==> config.mk <==
export PLATFORM = sky130hd
export DESIGN_NAME = interrupt_flag_mask_unit
export DESIGN_NICKNAME = d
export VERILOG_FILES = /design/src/hdl/irq_ctrl_pkg.sv /design/src/hdl/fall_edge_detect.sv /design/src/hdl/interrupt_flag_mask_unit.sv
export SDC_FILE = /design/constraint.sdc
export NUM_CORES = 1
export LEC_CHECK = 0
export ABC_AREA = 1
export BUFFER_PORTS_ARGS = -buffer_cell sky130_fd_sc_hd__buf_2
export CAP_MARGIN = 20
export CORE_MARGIN = 5
export CORE_UTILIZATION = 55
export CTS_BUF_LIST = sky130_fd_sc_hd__clkbuf_8
export CTS_CLUSTER_SIZE = 24
export DETAILED_ROUTE_END_ITERATION = 12
export GPL_TIMING_DRIVEN = 0
export HOLD_SLACK_MARGIN = 0.02
export PLACE_DENSITY = 0.84
export SLEW_MARGIN = 40
export SYNTH_ARGS = -nofsm -noshare
export SYNTH_HDL_FRONTEND = slang
export SYNTH_SLANG_ARGS = --single-unit
==> constraint.sdc <==
create_clock -name clk -period 3.6 [get_ports clk]
set_clock_uncertainty 0.05 [all_clocks]
set_input_delay 0.18 -clock clk [delete_from_list [all_inputs] [get_ports clk]]
set_output_delay 0.18 -clock clk [all_outputs]
set_load 0.005 [all_outputs]
==> src/hdl/irq_ctrl_pkg.sv <==
// package of constants for the interrupt flag and mask unit
package irq_ctrl_pkg;
    // register map of the interrupt control bit area and port select
    localparam logic [5:0] ADDR_WORD0     = 6'h00;
    localparam logic [5:0] ADDR_WORD1     = 6'h01;
    localparam logic [5:0] ADDR_WORD2     = 6'h02;
    localparam logic [5:0] ADDR_WORD3     = 6'h03;
    localparam logic [5:0] ADDR_PORT_SEL  = 6'h24;
    // bit positions inside each word
    localparam int unsigned BIT0          = 0;
    localparam int unsigned BIT1          = 1;
    localparam int unsigned BIT2          = 2;
    localparam int unsigned BIT3          = 3;
    // number of interrupt sources
    localparam int unsigned NUM_SRC       = 7;
    // source indices in priority order, highest first
    localparam int unsigned SRC_EXT0      = 0;
    localparam int unsigned SRC_EXT1      = 1;
    localparam int unsigned SRC_TMR_A     = 2;
    localparam int unsigned SRC_TMR_B     = 3;
    localparam int unsigned SRC_TMR_C     = 4;
    localparam int unsigned SRC_CONV      = 5;
    localparam int unsigned SRC_SERIAL    = 6;
    // vector addresses
    localparam logic [13:0] VEC_BASE      = 14'h0002;
    localparam logic [13:0] VEC_STEP      = 14'h0002;
    // stack pointer decrement on acceptance
    localparam logic [3:0] SP_DECREMENT   = 4'h4;
    // reset values
    localparam logic [3:0] PORT_SEL_RST   = 4'h0;
    localparam logic       MASK_RST       = 1'b1;
    localparam logic       FLAG_RST       = 1'b0;
    localparam logic       ENABLE_RST     = 1'b0;
endpackage : irq_ctrl_pkg

==> src/hdl/fall_edge_detect.sv <==
// falling edge detector with a two flip-flop synchroniser
`timescale 1ns/100ps
module fall_edge_detect (
    // clock and reset
    input  wire logic clk,
    input  wire logic rst_n,
    // pin side
    input  wire logic pin_in,
    input  wire logic enable,
    // event out
    output logic      fall_pulse
);
    logic sync1_ff; // first stage, read only by sync2
    logic sync2_ff; // second stage
    logic prev_ff;  // delayed sample for comparison

    // synchroniser; idles high since the pin is active low
    always_ff @(posedge clk or negedge rst_n) begin
        if (!rst_n) begin
            sync1_ff <= 1'b1;
            sync2_ff <= 1'b1;
            prev_ff  <= 1'b1;
        end else begin
            sync1_ff <= pin_in;
            sync2_ff <= sync1_ff;
            prev_ff  <= sync2_ff;
        end
    end

    // high then low on synced samples; gated by select so i/o use is ignored
    always_ff @(posedge clk or negedge rst_n) begin
        if (!rst_n) begin
            fall_pulse <= 1'b0;
        end else begin
            fall_pulse <= enable & prev_ff & ~sync2_ff;
        end
    end
endmodule // fall_edge_detect

==> src/hdl/interrupt_flag_mask_unit.sv <==
// interrupt enable, request flags, masks, priority and port select
// Overview of operation
// - event select routes pin to timer event
// - second pin select, cleared by reset/stop
// - first pin select, cleared by reset/stop
// - stop-clear select routes pin, reset or write clears
// - enable cleared on accept, set on return
// - enable bit-writable, resets to zero
// - falling edge on pin sets external flag
// - external flags cleared by writing zero or by stop
// - external flags survive acceptance
// - external accept needs flag, unmasked, enable
// - mask defers request; masks reset to one
// - timer overflow sets its timer flag
// - timer flags survive acceptance, zero clears
// - timer accept needs flag, unmasked, enable
// - serial completion or abort sets flag
// - serial flag cleared by zero write or by stop
// - serial accept needs flag, unmasked, enable
// - conversion done sets converter flag
// - converter flag survives accept, zero clears
// - converter accept needs flag, unmasked, enable
// - fixed priority with per-source vector address
// - accept at instruction end, push, sp minus four
`timescale 1ns/100ps
module interrupt_flag_mask_unit (
    // clock and reset
    input  wire logic        clk,
    input  wire logic        rst_n,
    // low power control
    input  wire logic        stop_mode,
    // cpu bit access port
    input  wire logic [5:0]  bit_addr,
    input  wire logic [1:0]  bit_sel,
    input  wire logic        bit_wr,
    input  wire logic        bit_wdata,
    input  wire logic        port_sel_wr,
    input  wire logic [3:0]  port_sel_wdata,
    output logic [3:0]       rd_word,
    // cpu sequencer handshake
    input  wire logic        instr_done,
    input  wire logic        return_from_irq_instr,
    output logic             irq_take,
    output logic [13:0]      irq_vector,
    output logic [3:0]       sp_decrement,
    output logic             global_irq_enable,
    // peripheral events
    input  wire logic        tmr_a_ovf,
    input  wire logic        tmr_b_ovf,
    input  wire logic        tmr_c_ovf,
    input  wire logic        serial_done,
    input  wire logic        conv_done,
    // shared port pins
    input  wire logic        ext_irq0_pin,
    input  wire logic        ext_irq1_pin,
    input  wire logic        port_d_bit2,
    input  wire logic        port_d_bit4,
    // routed pin functions
    output logic             timer_event_in,
    output logic             stop_clear_in,
    output logic [3:0]       port_function_select_b
);
    logic                ie_ff;        // global enable
    wire  [6:0]          flag_ff;      // request flags by source, one flop per g_flag block
    wire  [6:0]          mask_ff;      // masks by source, one flop per g_flag block
    logic                ext0_fall;    // synced edge events
    logic                ext1_fall;
    logic [6:0]          set_evt;      // hardware set per source
    logic [6:0]          eligible;     // flag and not mask
    logic [6:0]          wr_clear;     // software zero writes
    logic [6:0]          wr_mask_en;   // mask write strobes
    logic [2:0]          win_idx;      // highest priority eligible
    logic                any_eligible;
    logic                accept;
    logic [1:0]          d2_sync_ff;   // routed pin synchronisers
    logic [1:0]          d4_sync_ff;
    logic [3:0]          nxt_rd;

    // bit address decode shared by flag and mask writes
    function automatic logic bit_hit(input logic [5:0] a, input logic [1:0] s,
                                     input logic [5:0] wa, input int unsigned wb);
        bit_hit = (a == wa) && (s == wb[1:0]);
    endfunction

    // external pin edge detectors, active only when routed
    fall_edge_detect u_ext0 (
        .clk        (clk),
        .rst_n      (rst_n),
        .pin_in     (ext_irq0_pin),
        .enable     (port_function_select_b[irq_ctrl_pkg::BIT0]),
        .fall_pulse (ext0_fall)
    );
    fall_edge_detect u_ext1 (
        .clk        (clk),
        .rst_n      (rst_n),
        .pin_in     (ext_irq1_pin),
        .enable     (port_function_select_b[irq_ctrl_pkg::BIT1]),
        .fall_pulse (ext1_fall)
    );

    // hardware set sources in priority order
    assign set_evt = {serial_done, conv_done, tmr_c_ovf, tmr_b_ovf, tmr_a_ovf,
                      ext1_fall, ext0_fall};
    assign eligible = flag_ff & ~mask_ff;

    // write decode: flags and masks sit at fixed bit slots
    always_comb begin
        wr_clear   = '0;
        wr_mask_en = '0;
        if (bit_wr) begin
            wr_clear[irq_ctrl_pkg::SRC_EXT0] =
                bit_hit(bit_addr, bit_sel, irq_ctrl_pkg::ADDR_WORD0, irq_ctrl_pkg::BIT2);
            wr_mask_en[irq_ctrl_pkg::SRC_EXT0] =
                bit_hit(bit_addr, bit_sel, irq_ctrl_pkg::ADDR_WORD0, irq_ctrl_pkg::BIT3);
            wr_clear[irq_ctrl_pkg::SRC_EXT1] =
                bit_hit(bit_addr, bit_sel, irq_ctrl_pkg::ADDR_WORD1, irq_ctrl_pkg::BIT0);
            wr_mask_en[irq_ctrl_pkg::SRC_EXT1] =
                bit_hit(bit_addr, bit_sel, irq_ctrl_pkg::ADDR_WORD1, irq_ctrl_pkg::BIT1);
            wr_clear[irq_ctrl_pkg::SRC_TMR_A] =
                bit_hit(bit_addr, bit_sel, irq_ctrl_pkg::ADDR_WORD1, irq_ctrl_pkg::BIT2);
            wr_mask_en[irq_ctrl_pkg::SRC_TMR_A] =
                bit_hit(bit_addr, bit_sel, irq_ctrl_pkg::ADDR_WORD1, irq_ctrl_pkg::BIT3);
            wr_clear[irq_ctrl_pkg::SRC_TMR_B] =
                bit_hit(bit_addr, bit_sel, irq_ctrl_pkg::ADDR_WORD2, irq_ctrl_pkg::BIT0);
            wr_mask_en[irq_ctrl_pkg::SRC_TMR_B] =
                bit_hit(bit_addr, bit_sel, irq_ctrl_pkg::ADDR_WORD2, irq_ctrl_pkg::BIT1);
            wr_clear[irq_ctrl_pkg::SRC_TMR_C] =
                bit_hit(bit_addr, bit_sel, irq_ctrl_pkg::ADDR_WORD2, irq_ctrl_pkg::BIT2);
            wr_mask_en[irq_ctrl_pkg::SRC_TMR_C] =
                bit_hit(bit_addr, bit_sel, irq_ctrl_pkg::ADDR_WORD2, irq_ctrl_pkg::BIT3);
            wr_clear[irq_ctrl_pkg::SRC_CONV] =
                bit_hit(bit_addr, bit_sel, irq_ctrl_pkg::ADDR_WORD3, irq_ctrl_pkg::BIT0);
            wr_mask_en[irq_ctrl_pkg::SRC_CONV] =
                bit_hit(bit_addr, bit_sel, irq_ctrl_pkg::ADDR_WORD3, irq_ctrl_pkg::BIT1);
            wr_clear[irq_ctrl_pkg::SRC_SERIAL] =
                bit_hit(bit_addr, bit_sel, irq_ctrl_pkg::ADDR_WORD3, irq_ctrl_pkg::BIT2);
            wr_mask_en[irq_ctrl_pkg::SRC_SERIAL] =
                bit_hit(bit_addr, bit_sel, irq_ctrl_pkg::ADDR_WORD3, irq_ctrl_pkg::BIT3);
            // a write of one to a flag is a no-op
            wr_clear = wr_clear & {7{~bit_wdata}};
        end
    end

    // fixed priority encoder, lowest index wins
    always_comb begin
        win_idx      = 3'h0;
        any_eligible = 1'b0;
        for (int i = irq_ctrl_pkg::NUM_SRC - 1; i >= 0; i--) begin
            if (eligible[i]) begin
                win_idx      = 3'(i);
                any_eligible = 1'b1;
            end
        end
    end

    // accept only at an instruction boundary with enable set
    assign accept = any_eligible && ie_ff && instr_done && !stop_mode;

    // request flags per source; set wins over a same-cycle clear
    generate
        for (genvar g = 0; g < irq_ctrl_pkg::NUM_SRC; g++) begin : g_flag
            logic flag_bit_ff; // this source's request flag
            logic mask_bit_ff; // this source's mask
            always_ff @(posedge clk or negedge rst_n) begin
                if (!rst_n) begin
                    flag_bit_ff <= irq_ctrl_pkg::FLAG_RST;
                end else if (stop_mode) begin
                    flag_bit_ff <= irq_ctrl_pkg::FLAG_RST;
                end else if (set_evt[g]) begin
                    flag_bit_ff <= 1'b1;
                end else if (wr_clear[g]) begin
                    flag_bit_ff <= 1'b0;
                end
            end
            // masks, set on reset and stop
            always_ff @(posedge clk or negedge rst_n) begin
                if (!rst_n) begin
                    mask_bit_ff <= irq_ctrl_pkg::MASK_RST;
                end else if (stop_mode) begin
                    mask_bit_ff <= irq_ctrl_pkg::MASK_RST;
                end else if (wr_mask_en[g]) begin
                    mask_bit_ff <= bit_wdata;
                end
            end
            // each block owns its flops; the vectors are plain nets so no
            // variable is written from more than one process
            assign flag_ff[g] = flag_bit_ff;
            assign mask_ff[g] = mask_bit_ff;
        end
    endgenerate

    // global enable: cleared by accept, set by return, bit writable
    always_ff @(posedge clk or negedge rst_n) begin
        if (!rst_n) begin
            ie_ff <= irq_ctrl_pkg::ENABLE_RST;
        end else if (stop_mode) begin
            ie_ff <= irq_ctrl_pkg::ENABLE_RST;
        end else if (accept) begin
            ie_ff <= 1'b0;
        end else if (return_from_irq_instr) begin
            ie_ff <= 1'b1;
        end else if (bit_wr && bit_hit(bit_addr, bit_sel, irq_ctrl_pkg::ADDR_WORD0,
                                       irq_ctrl_pkg::BIT0)) begin
            ie_ff <= bit_wdata;
        end
    end
    assign global_irq_enable = ie_ff;

    // acceptance outputs to the sequencer, registered
    always_ff @(posedge clk or negedge rst_n) begin
        if (!rst_n) begin
            irq_take     <= 1'b0;
            irq_vector   <= irq_ctrl_pkg::VEC_BASE;
            sp_decrement <= '0;
        end else begin
            irq_take     <= accept;
            if (accept) begin
                // vector base plus two per priority step
                irq_vector   <= irq_ctrl_pkg::VEC_BASE +
                                14'(irq_ctrl_pkg::VEC_STEP * win_idx);
                sp_decrement <= irq_ctrl_pkg::SP_DECREMENT;
            end else begin
                sp_decrement <= '0;
            end
        end
    end

    // port select: bits 1..0 cleared by stop; event and stop-clear selects
    // survive stop, only reset or a port select write returns them to i/o use
    always_ff @(posedge clk or negedge rst_n) begin
        if (!rst_n) begin
            port_function_select_b <= irq_ctrl_pkg::PORT_SEL_RST;
        end else if (port_sel_wr) begin
            port_function_select_b <= port_sel_wdata;
        end else if (stop_mode) begin
            port_function_select_b[irq_ctrl_pkg::BIT1:irq_ctrl_pkg::BIT0] <= '0;
        end
    end

    // routed pin synchronisers; stop-clear idles high (active low pin)
    always_ff @(posedge clk or negedge rst_n) begin
        if (!rst_n) begin
            d2_sync_ff <= '0;
            d4_sync_ff <= 2'h3;
        end else begin
            d2_sync_ff <= {d2_sync_ff[0], port_d_bit2};
            d4_sync_ff <= {d4_sync_ff[0], port_d_bit4};
        end
    end

    // routed functions only follow the pin when selected
    always_ff @(posedge clk or negedge rst_n) begin
        if (!rst_n) begin
            timer_event_in <= 1'b0;
            stop_clear_in  <= 1'b1;
        end else begin
            timer_event_in <= port_function_select_b[irq_ctrl_pkg::BIT2] &
                              d2_sync_ff[1];
            stop_clear_in  <= ~port_function_select_b[irq_ctrl_pkg::BIT3] |
                              d4_sync_ff[1];
        end
    end

    // read mux of the four control words; enable reads back in bit 0
    always_comb begin
        nxt_rd = 4'h0;
        if (bit_addr == irq_ctrl_pkg::ADDR_WORD0) begin
            nxt_rd = {mask_ff[irq_ctrl_pkg::SRC_EXT0], flag_ff[irq_ctrl_pkg::SRC_EXT0],
                      1'b0, ie_ff};
        end else if (bit_addr == irq_ctrl_pkg::ADDR_WORD1) begin
            nxt_rd = {mask_ff[irq_ctrl_pkg::SRC_TMR_A], flag_ff[irq_ctrl_pkg::SRC_TMR_A],
                      mask_ff[irq_ctrl_pkg::SRC_EXT1], flag_ff[irq_ctrl_pkg::SRC_EXT1]};
        end else if (bit_addr == irq_ctrl_pkg::ADDR_WORD2) begin
            nxt_rd = {mask_ff[irq_ctrl_pkg::SRC_TMR_C], flag_ff[irq_ctrl_pkg::SRC_TMR_C],
                      mask_ff[irq_ctrl_pkg::SRC_TMR_B], flag_ff[irq_ctrl_pkg::SRC_TMR_B]};
        end else if (bit_addr == irq_ctrl_pkg::ADDR_WORD3) begin
            nxt_rd = {mask_ff[irq_ctrl_pkg::SRC_SERIAL], flag_ff[irq_ctrl_pkg::SRC_SERIAL],
                      mask_ff[irq_ctrl_pkg::SRC_CONV], flag_ff[irq_ctrl_pkg::SRC_CONV]};
        end
    end

    // read data registered; port select is write-only and reads zero
    always_ff @(posedge clk or negedge rst_n) begin
        if (!rst_n) begin
            rd_word <= '0;
        end else begin
            rd_word <= nxt_rd;
        end
    end

    // checks
    chk_accept_clears_ie: assert property (@(posedge clk) disable iff (!rst_n)
        accept |=> !ie_ff) else $error("enable not cleared on accept");
    chk_accept_needs_ie: assert property (@(posedge clk) disable iff (!rst_n)
        irq_take |-> $past(ie_ff)) else $error("accept without enable");
    // a software clear of the winner in the accept cycle is legal, so it is left out;
    // the winner index is taken from the accept cycle, not the following one
    chk_flag_survives: assert property (@(posedge clk) disable iff (!rst_n)
        (accept && !wr_clear[win_idx]) |=> flag_ff[$past(win_idx)])
        else $error("flag dropped on accept");
    chk_one_no_set: assert property (@(posedge clk) disable iff (!rst_n)
        (!flag_ff[irq_ctrl_pkg::SRC_EXT0] && !set_evt[irq_ctrl_pkg::SRC_EXT0] && !stop_mode)
        |=> !flag_ff[irq_ctrl_pkg::SRC_EXT0])
        else $error("flag set without event");
    // the winner must have been both pending and unmasked at the accept edge
    chk_mask_defers: assert property (@(posedge clk) disable iff (!rst_n)
        irq_take |-> $past(flag_ff[win_idx] && !mask_ff[win_idx]))
        else $error("masked request taken");
    chk_event_sets: assert property (@(posedge clk) disable iff (!rst_n)
        (set_evt[irq_ctrl_pkg::SRC_TMR_B] && !stop_mode) |=> flag_ff[irq_ctrl_pkg::SRC_TMR_B])
        else $error("timer flag not set");
    chk_stop_clears: assert property (@(posedge clk) disable iff (!rst_n)
        stop_mode |=> (flag_ff == '0) && (mask_ff == '1) && !ie_ff)
        else $error("stop did not clear");
    chk_sp_four: assert property (@(posedge clk) disable iff (!rst_n)
        irq_take |-> sp_decrement == irq_ctrl_pkg::SP_DECREMENT)
        else $error("stack decrement wrong");
    chk_stop_keeps_sel3: assert property (@(posedge clk) disable iff (!rst_n)
        (stop_mode && !port_sel_wr) |=> $stable(port_function_select_b[irq_ctrl_pkg::BIT3]))
        else $error("stop-clear select lost in stop");
    // event select is cleared by reset or a port select write, not by stop
    chk_stop_keeps_sel2: assert property (@(posedge clk) disable iff (!rst_n)
        (stop_mode && !port_sel_wr) |=> $stable(port_function_select_b[irq_ctrl_pkg::BIT2]))
        else $error("event select lost in stop");
    // enable is gone after a take, so two takes can never be adjacent
    chk_take_single: assert property (@(posedge clk) disable iff (!rst_n)
        irq_take |=> !irq_take) else $error("accept repeated without enable");
    chk_return_sets_ie: assert property (@(posedge clk) disable iff (!rst_n)
        (return_from_irq_instr && !accept && !stop_mode) |=> ie_ff)
        else $error("return did not set enable");
    // routed functions must stay quiet while their pin is general i/o
    chk_event_gated: assert property (@(posedge clk) disable iff (!rst_n)
        !port_function_select_b[irq_ctrl_pkg::BIT2] |=> !timer_event_in)
        else $error("event routed while deselected");
    chk_stop_clear_in_gated: assert property (@(posedge clk) disable iff (!rst_n)
        !port_function_select_b[irq_ctrl_pkg::BIT3] |=> stop_clear_in)
        else $error("stop-clear routed while deselected");
    chk_edge_gated: assert property (@(posedge clk) disable iff (!rst_n)
        !port_function_select_b[irq_ctrl_pkg::BIT0] |=> !ext0_fall)
        else $error("pin edge seen while deselected");
endmodule // interrupt_flag_mask_unit

Word level (Yosys, flattened, before mapping)
Cells that the tools add are included.
{"block": "classes", "add_sub_neg": 1, "multipliers": 0, "n_div": 0, "order_cmp": 0, "n_eq_ne": 6, "shift": 0, "mux": 62, "bitwise": 13, "reduce_logical": 38}
{"operator": "1-bit 2-to-1 mux", "n": 46}
{"operator": "3-bit 2-to-1 mux", "n": 8}
{"operator": "3-bit nonzero test", "n": 7}
{"operator": "1-bit logical AND", "n": 19}
{"operator": "4-bit 2-to-1 mux", "n": 4}
{"operator": "2-bit nonzero test", "n": 8}
{"operator": "7-bit bitwise AND", "n": 2}
{"operator": "7-bit 2-to-1 mux", "n": 2}
{"operator": "6-bit by 2-bit equality test with 1-bit output, second input constant", "n": 2}
{"operator": "7-bit NOT", "n": 1}
{"operator": "6-bit by 1-bit equality test with 1-bit output, second input constant", "n": 1}
{"operator": "6-bit zero test", "n": 1}
{"operator": "2-bit by 4-bit adder with 5-bit output, first input constant", "n": 1}
{"operator": "1-bit bitwise AND", "n": 5}
{"operator": "2-bit equality test, second input constant", "n": 2}
{"operator": "2-bit 2-to-1 mux", "n": 2}
{"operator": "1-bit NOT", "n": 4}
{"operator": "4-bit nonzero test", "n": 1}
{"operator": "2-bit by 1-bit equality test with 1-bit output, second input constant", "n": 1}
{"operator": "2-bit zero test", "n": 1}
{"operator": "1-bit zero test", "n": 1}
{"operator": "1-bit bitwise OR", "n": 1}
{"block": "word_totals", "reg_bits": 56, "latch_bits": 0, "ram_bits": 0, "rom_bits": 0, "inputBits": 29, "mem_count": 0}

Logic depth before layout (Yosys ltp)
{"block": "depth", "ltp_word": 14, "ltp_mapped": 14, "ltp_nobuf": 14}

Hierarchy
From an unflattened synthesis, not the netlist that was laid out.
{"block": "unflattened", "cells_unflattened": 225, "area_unflattened_um2": 1971.9}
{"module": "interrupt_flag_mask_unit", "n_inst": 1, "cells_per_inst": 213, "area_per_inst_um2": 1744.2}
{"module": "fall_edge_detect", "n_inst": 2, "cells_per_inst": 6, "area_per_inst_um2": 113.9}

Least setup slack after synthesis
OpenSTA, ideal clock, no wires.
{"block": "synth_path", "kind": "register to register", "startpoint": "register g_flag[3].mask_bit_ff", "endpoint": "register irq_vector[3]", "setup_ps": 113, "arrival_ps": 1369, "slack_ps": 2069, "stages_incl_launch_ff": 14, "n_path_buf": 0, "period_less_slack_ps": 1531, "path_cell_list": "dfstp_2 > inv_1 > nand2_1 > nand2_1 > nand2_1 > nand2_1 > nand2_1 > inv_1 > ha_1 > o21bai_1 > nand2_1 > nand2_1 > nand2_1 > inv_1"}
{"block": "synth_between", "elab_chain_cells": 9, "word_cells_on_any_way": 14}
{"item": "from (decl)", "line_no": "interrupt_flag_mask_unit.sv:163", "text": "logic mask_bit_ff;"}
{"item": "from (signal assigned)", "line_no": "interrupt_flag_mask_unit.sv:178", "text": "mask_bit_ff <= irq_ctrl_pkg::MASK_RST;"}
{"item": "from (signal assigned)", "line_no": "interrupt_flag_mask_unit.sv:180", "text": "mask_bit_ff <= irq_ctrl_pkg::MASK_RST;"}
{"item": "from (signal assigned)", "line_no": "interrupt_flag_mask_unit.sv:182", "text": "mask_bit_ff <= bit_wdata;"}
{"item": "7-bit NOT (*)", "line_no": "interrupt_flag_mask_unit.sv:104", "text": "assign eligible = flag_ff & ~mask_ff;"}
{"item": "7-bit bitwise AND (*)", "line_no": "interrupt_flag_mask_unit.sv:104"}
{"item": "parallel branches: the longest is 7 deep, another holds 2-bit by 4-bit adder with 5-bit output"}
{"item": "to (signal assigned)", "line_no": "interrupt_flag_mask_unit.sv:213", "text": "irq_vector <= irq_ctrl_pkg::VEC_BASE;"}
{"item": "to (signal assigned)", "line_no": "interrupt_flag_mask_unit.sv:219", "text": "irq_vector <= irq_ctrl_pkg::VEC_BASE +"}
{"item": "to (decl)", "line_no": "interrupt_flag_mask_unit.sv:44", "text": "output logic [13:0] irq_vector,"}
Mark *: on every way between the ends.
A chain may end at the register's enable or synchronous reset.

Final worst setup path
Ends and elaborated chain as after synthesis.

==> out/qor.txt <==
Status: finished, final reports clean
Setup TNS: 0 ns
Post-CTS Setup Bufs: 0
Layout Nets: 327
Yosys top cell area share: 31.5%
Total CTS buffers: 5
Final instance area: 2450 µm²
Post-route ant nets: 0
F_max: 603 MHz
RSZ-0062 raised after global routing: no
Hold Path Stages: 3
Vias: 1629
Root Buffer: clkbuf_8
Clk Latency, worst-skew pair: 0.28 ns
Register area share after synthesis: 54.1%
Clock sinks: 42
Leak: 1.30 nW
Hold Crit Class: in -> reg
Final min period: 1.66 ns
Layout area overhead: 23.5%
Worst path required time: 3.73 ns
Part of the power in combinational logic: 10.7%
Power Internal: 0.694 mW
Worst rel slew slack: 66.0%
EDFF count, synth: 0
Gpl congestion: 0.862
Post_cts resized: 0
Flops & latches, synth: 42
Multi-input gate area: 714 µm²
GRT Util Overall: 17.8%
Num rows: 21
Area post-placement: 2310 µm²
Top-count cell post-synth: nand2_1
# fillers: 262
Synth Instances: 229
Worst vdd ir: 0.000241 V
Register Area: 1070 µm²
Actual slew at the worst max-slew pin: 0.510 ns
DRT Wirelength: 4070 µm
Sequential power share: 56.4%
Die W: 70.0 µm
Mapped Area: 1980 µm²
Global-route wire length before repair: 7190 µm
Sw Ratio: 23.2%
CTS H-tree lvls: 2
Async set-reset flop share out of synthesis: 100%
Worst Setup End Kind: flop
Vias in the first global route: 1618
Ranking of synthesized cells by area: dfrtp_1, dfstp_2, nand2_1, buf_4, inv_1
Clock transition at path regs: 0.07 ns
Crit start category: flop
Largest net degree at the start of global routing: 43
Initial antenna violation count: 0
Setup Crit Path Kind: reg -> reg
Top_reg_cell synth: dfrtp_1
CTS tree: yes
Syn Area/Cell: 8.66 µm²
Worst-path fanout max: 3
Psw: 0.210 mW
Synth warnings: 0
Core area: 3420 µm²
Via density: 4.74
Final slew viol count: 0
Pwr dens: 369 nW/µm²
Final Total Pwr: 0.903 mW
Share of layout cells above drive strength 1: 32.9%
R2R cell count: 13
Final global-route overflow total: 0
Period utilization: 46.1%
Initial DRC Count: 146
DP Wirelength: 3020 µm
Starting Density: 58.1%
Remaining DRCs: 0
Leading area contributor after synthesis: dfrtp_1
Hold Fails Final Rpt: 0
Clk buf depth: 2
IO Port Bufs: 44
TritonRoute pass-1 iters: 4
Antenna Diode Count: 0
Final setup viols: 0
Die Ht: 70.0 µm
DR WL/cell: 11.8 µm
Post-synth cell types: 26
Critical Path AT: 1.79 ns
IO Count: 59
Clock Power Share: 32.9%
Post-synth top cells: nand2_1, inv_1, dfrtp_1
Die area: 4910 µm²
Max Cap Violations: 0
metrics by stage:
step / util [%] / hold WS, ns / std cells / setup WS (ns)
floorplan: - / -0.166 / 241 / 2.07
global placement: 67.5 / 0.235 / 331 / 1.97
detailed placement: 67.6 / 0.134 / 331 / 1.96
CTS: 71.7 / 0.0350 / 344 / 1.94
global route: 71.7 / 0.0573 / 344 / 1.76
finish: 71.7 / 0.0397 / 344 / 1.94
routing by layer:
layer | wire length [µm] | GRT usage (%) | vias up | part of all wire (%)
li1 | - | - | 820 | -
met1 | 1620 | 22.0 | 737 | 40
met2 | 2050 | 30.4 | 68 | 51
met3 | 357 | 5.31 | 4 | 8.8
met4 | 30 | 4.68 | 0 | 0.74
met5 | 0 | 0 | - | 0
power groups by stage:
| stage | logic, mW | clock network [mW] | registers [mW] |
|---|---|---|---|
| 2_1_floorplan | 0.0469 | 0 | 0.516 |
| 3_3_place_gp | 0.0888 | 0 | 0.517 |
| 3_5_place_dp | 0.0910 | 0 | 0.518 |
| 4_1_cts | 0.0956 | 0.305 | 0.510 |
| 5_1_grt | 0.111 | 0.321 | 0.512 |
| 6_report | 0.0963 | 0.298 | 0.510 |
layout make-up:
type / instances / share of cell area (%)
multi-input cells: 151 / 29.2
plain buffers: 18 / 5.26
clock inverters: 2 / 0.358
flip-flops and latches: 42 / 43.8
inverters: 30 / 4.60
clock buffers: 6 / 3.37
repair buffers: 49 / 11.1
well taps: 46 / 2.35
logic make-up after synthesis:
family,after synthesis,share of synthesized area [%]
AO/OA/AOI/OAI,29,8.39
adder cells (fa/ha/maj),1,0.631
buffers and inverters,48,12.2
flip-flops,42,54.1
other,1,0.189
AND/OR/NAND/NOR,108,24.5
layout by cell type (no fill, tap or decap):
master and count:
dlygate4sd3_1 5, dfstp_2 17, a31oi_1 1, clkbuf_8 6, nand3b_1 1, nor2_4 6, o21bai_1 1, o211ai_1 1
nor2_1 21, dfrtp_1 25, clkinv_2 1, nand3_1 10, a21oi_2 1, nand2_1 61, buf_4 17, o2111ai_1 3
conb_1 13, or2_2 1, clkinv_1 1, o21ai_1 6, nand4_1 1, buf_1 1, ha_1 1, o21ai_0 4
nand2_2 5, buf_2 44, inv_1 30, nor3_1 2, a21oi_1 12
path summary, 6_finish.rpt:
check	start	end	slack [ns]
worst min-delay path	port_sel_wdata[2]	port_function_select_b[2]$_DFFE_PN0P_	0.04
max in group asynchronous	rst_n	irq_vector[1]$_DFFE_PN1P_	2.76
worst max-delay path	g_flag[3].mask_bit_ff$_DFFE_PN1P_	irq_vector[3]$_DFFE_PN0P_	1.94
min in group asynchronous	rst_n	d2_sync_ff[1]$_DFF_PN0_	0.36
worst max register to register	g_flag[3].mask_bit_ff$_DFFE_PN1P_	irq_vector[3]$_DFFE_PN0P_	1.94
worst min register to register	d2_sync_ff[0]$_DFF_PN0_	d2_sync_ff[1]$_DFF_PN0_	0.31
worst max-delay path, cell delays in order (launching register included):
cell	delay (ns)
dfstp_2	0.55
inv_1	0.04
nand2_1	0.11
nand2_1	0.07
nand2_1	0.05
nand2_1	0.04
nand2_1	0.07
inv_1	0.05
ha_1	0.18
o21bai_1	0.15
nand2_1	0.05
nand2_1	0.05
nand2_1	0.06
inv_1	0.04
flip-flops by register name, summed over array words and instances (netlist names):
register / flops
g_flag.flag_bit_ff: 7
g_flag.mask_bit_ff: 7
irq_vector: 4
port_function_select_b: 4
rd_word: 4
d2_sync_ff: 2
d4_sync_ff: 2
global_irq_enable: 1
sp_decrement: 1
stop_clear_in: 1
timer_event_in: 1
u_ext0.fall_pulse: 1
u_ext0.prev_ff: 1
u_ext0.sync1_ff: 1
u_ext0.sync2_ff: 1
u_ext1.fall_pulse: 1
u_ext1.prev_ff: 1
u_ext1.sync1_ff: 1
u_ext1.sync2_ff: 1
what timing repair did:
action / 4_1_cts / 5_1_grt
hold endpoints to repair: 29 / 0
endpoints found under the setup margin: 0 / 0
hold buffers: 5 / 0
No activity file was read; power rests on OpenSTA's default activity.
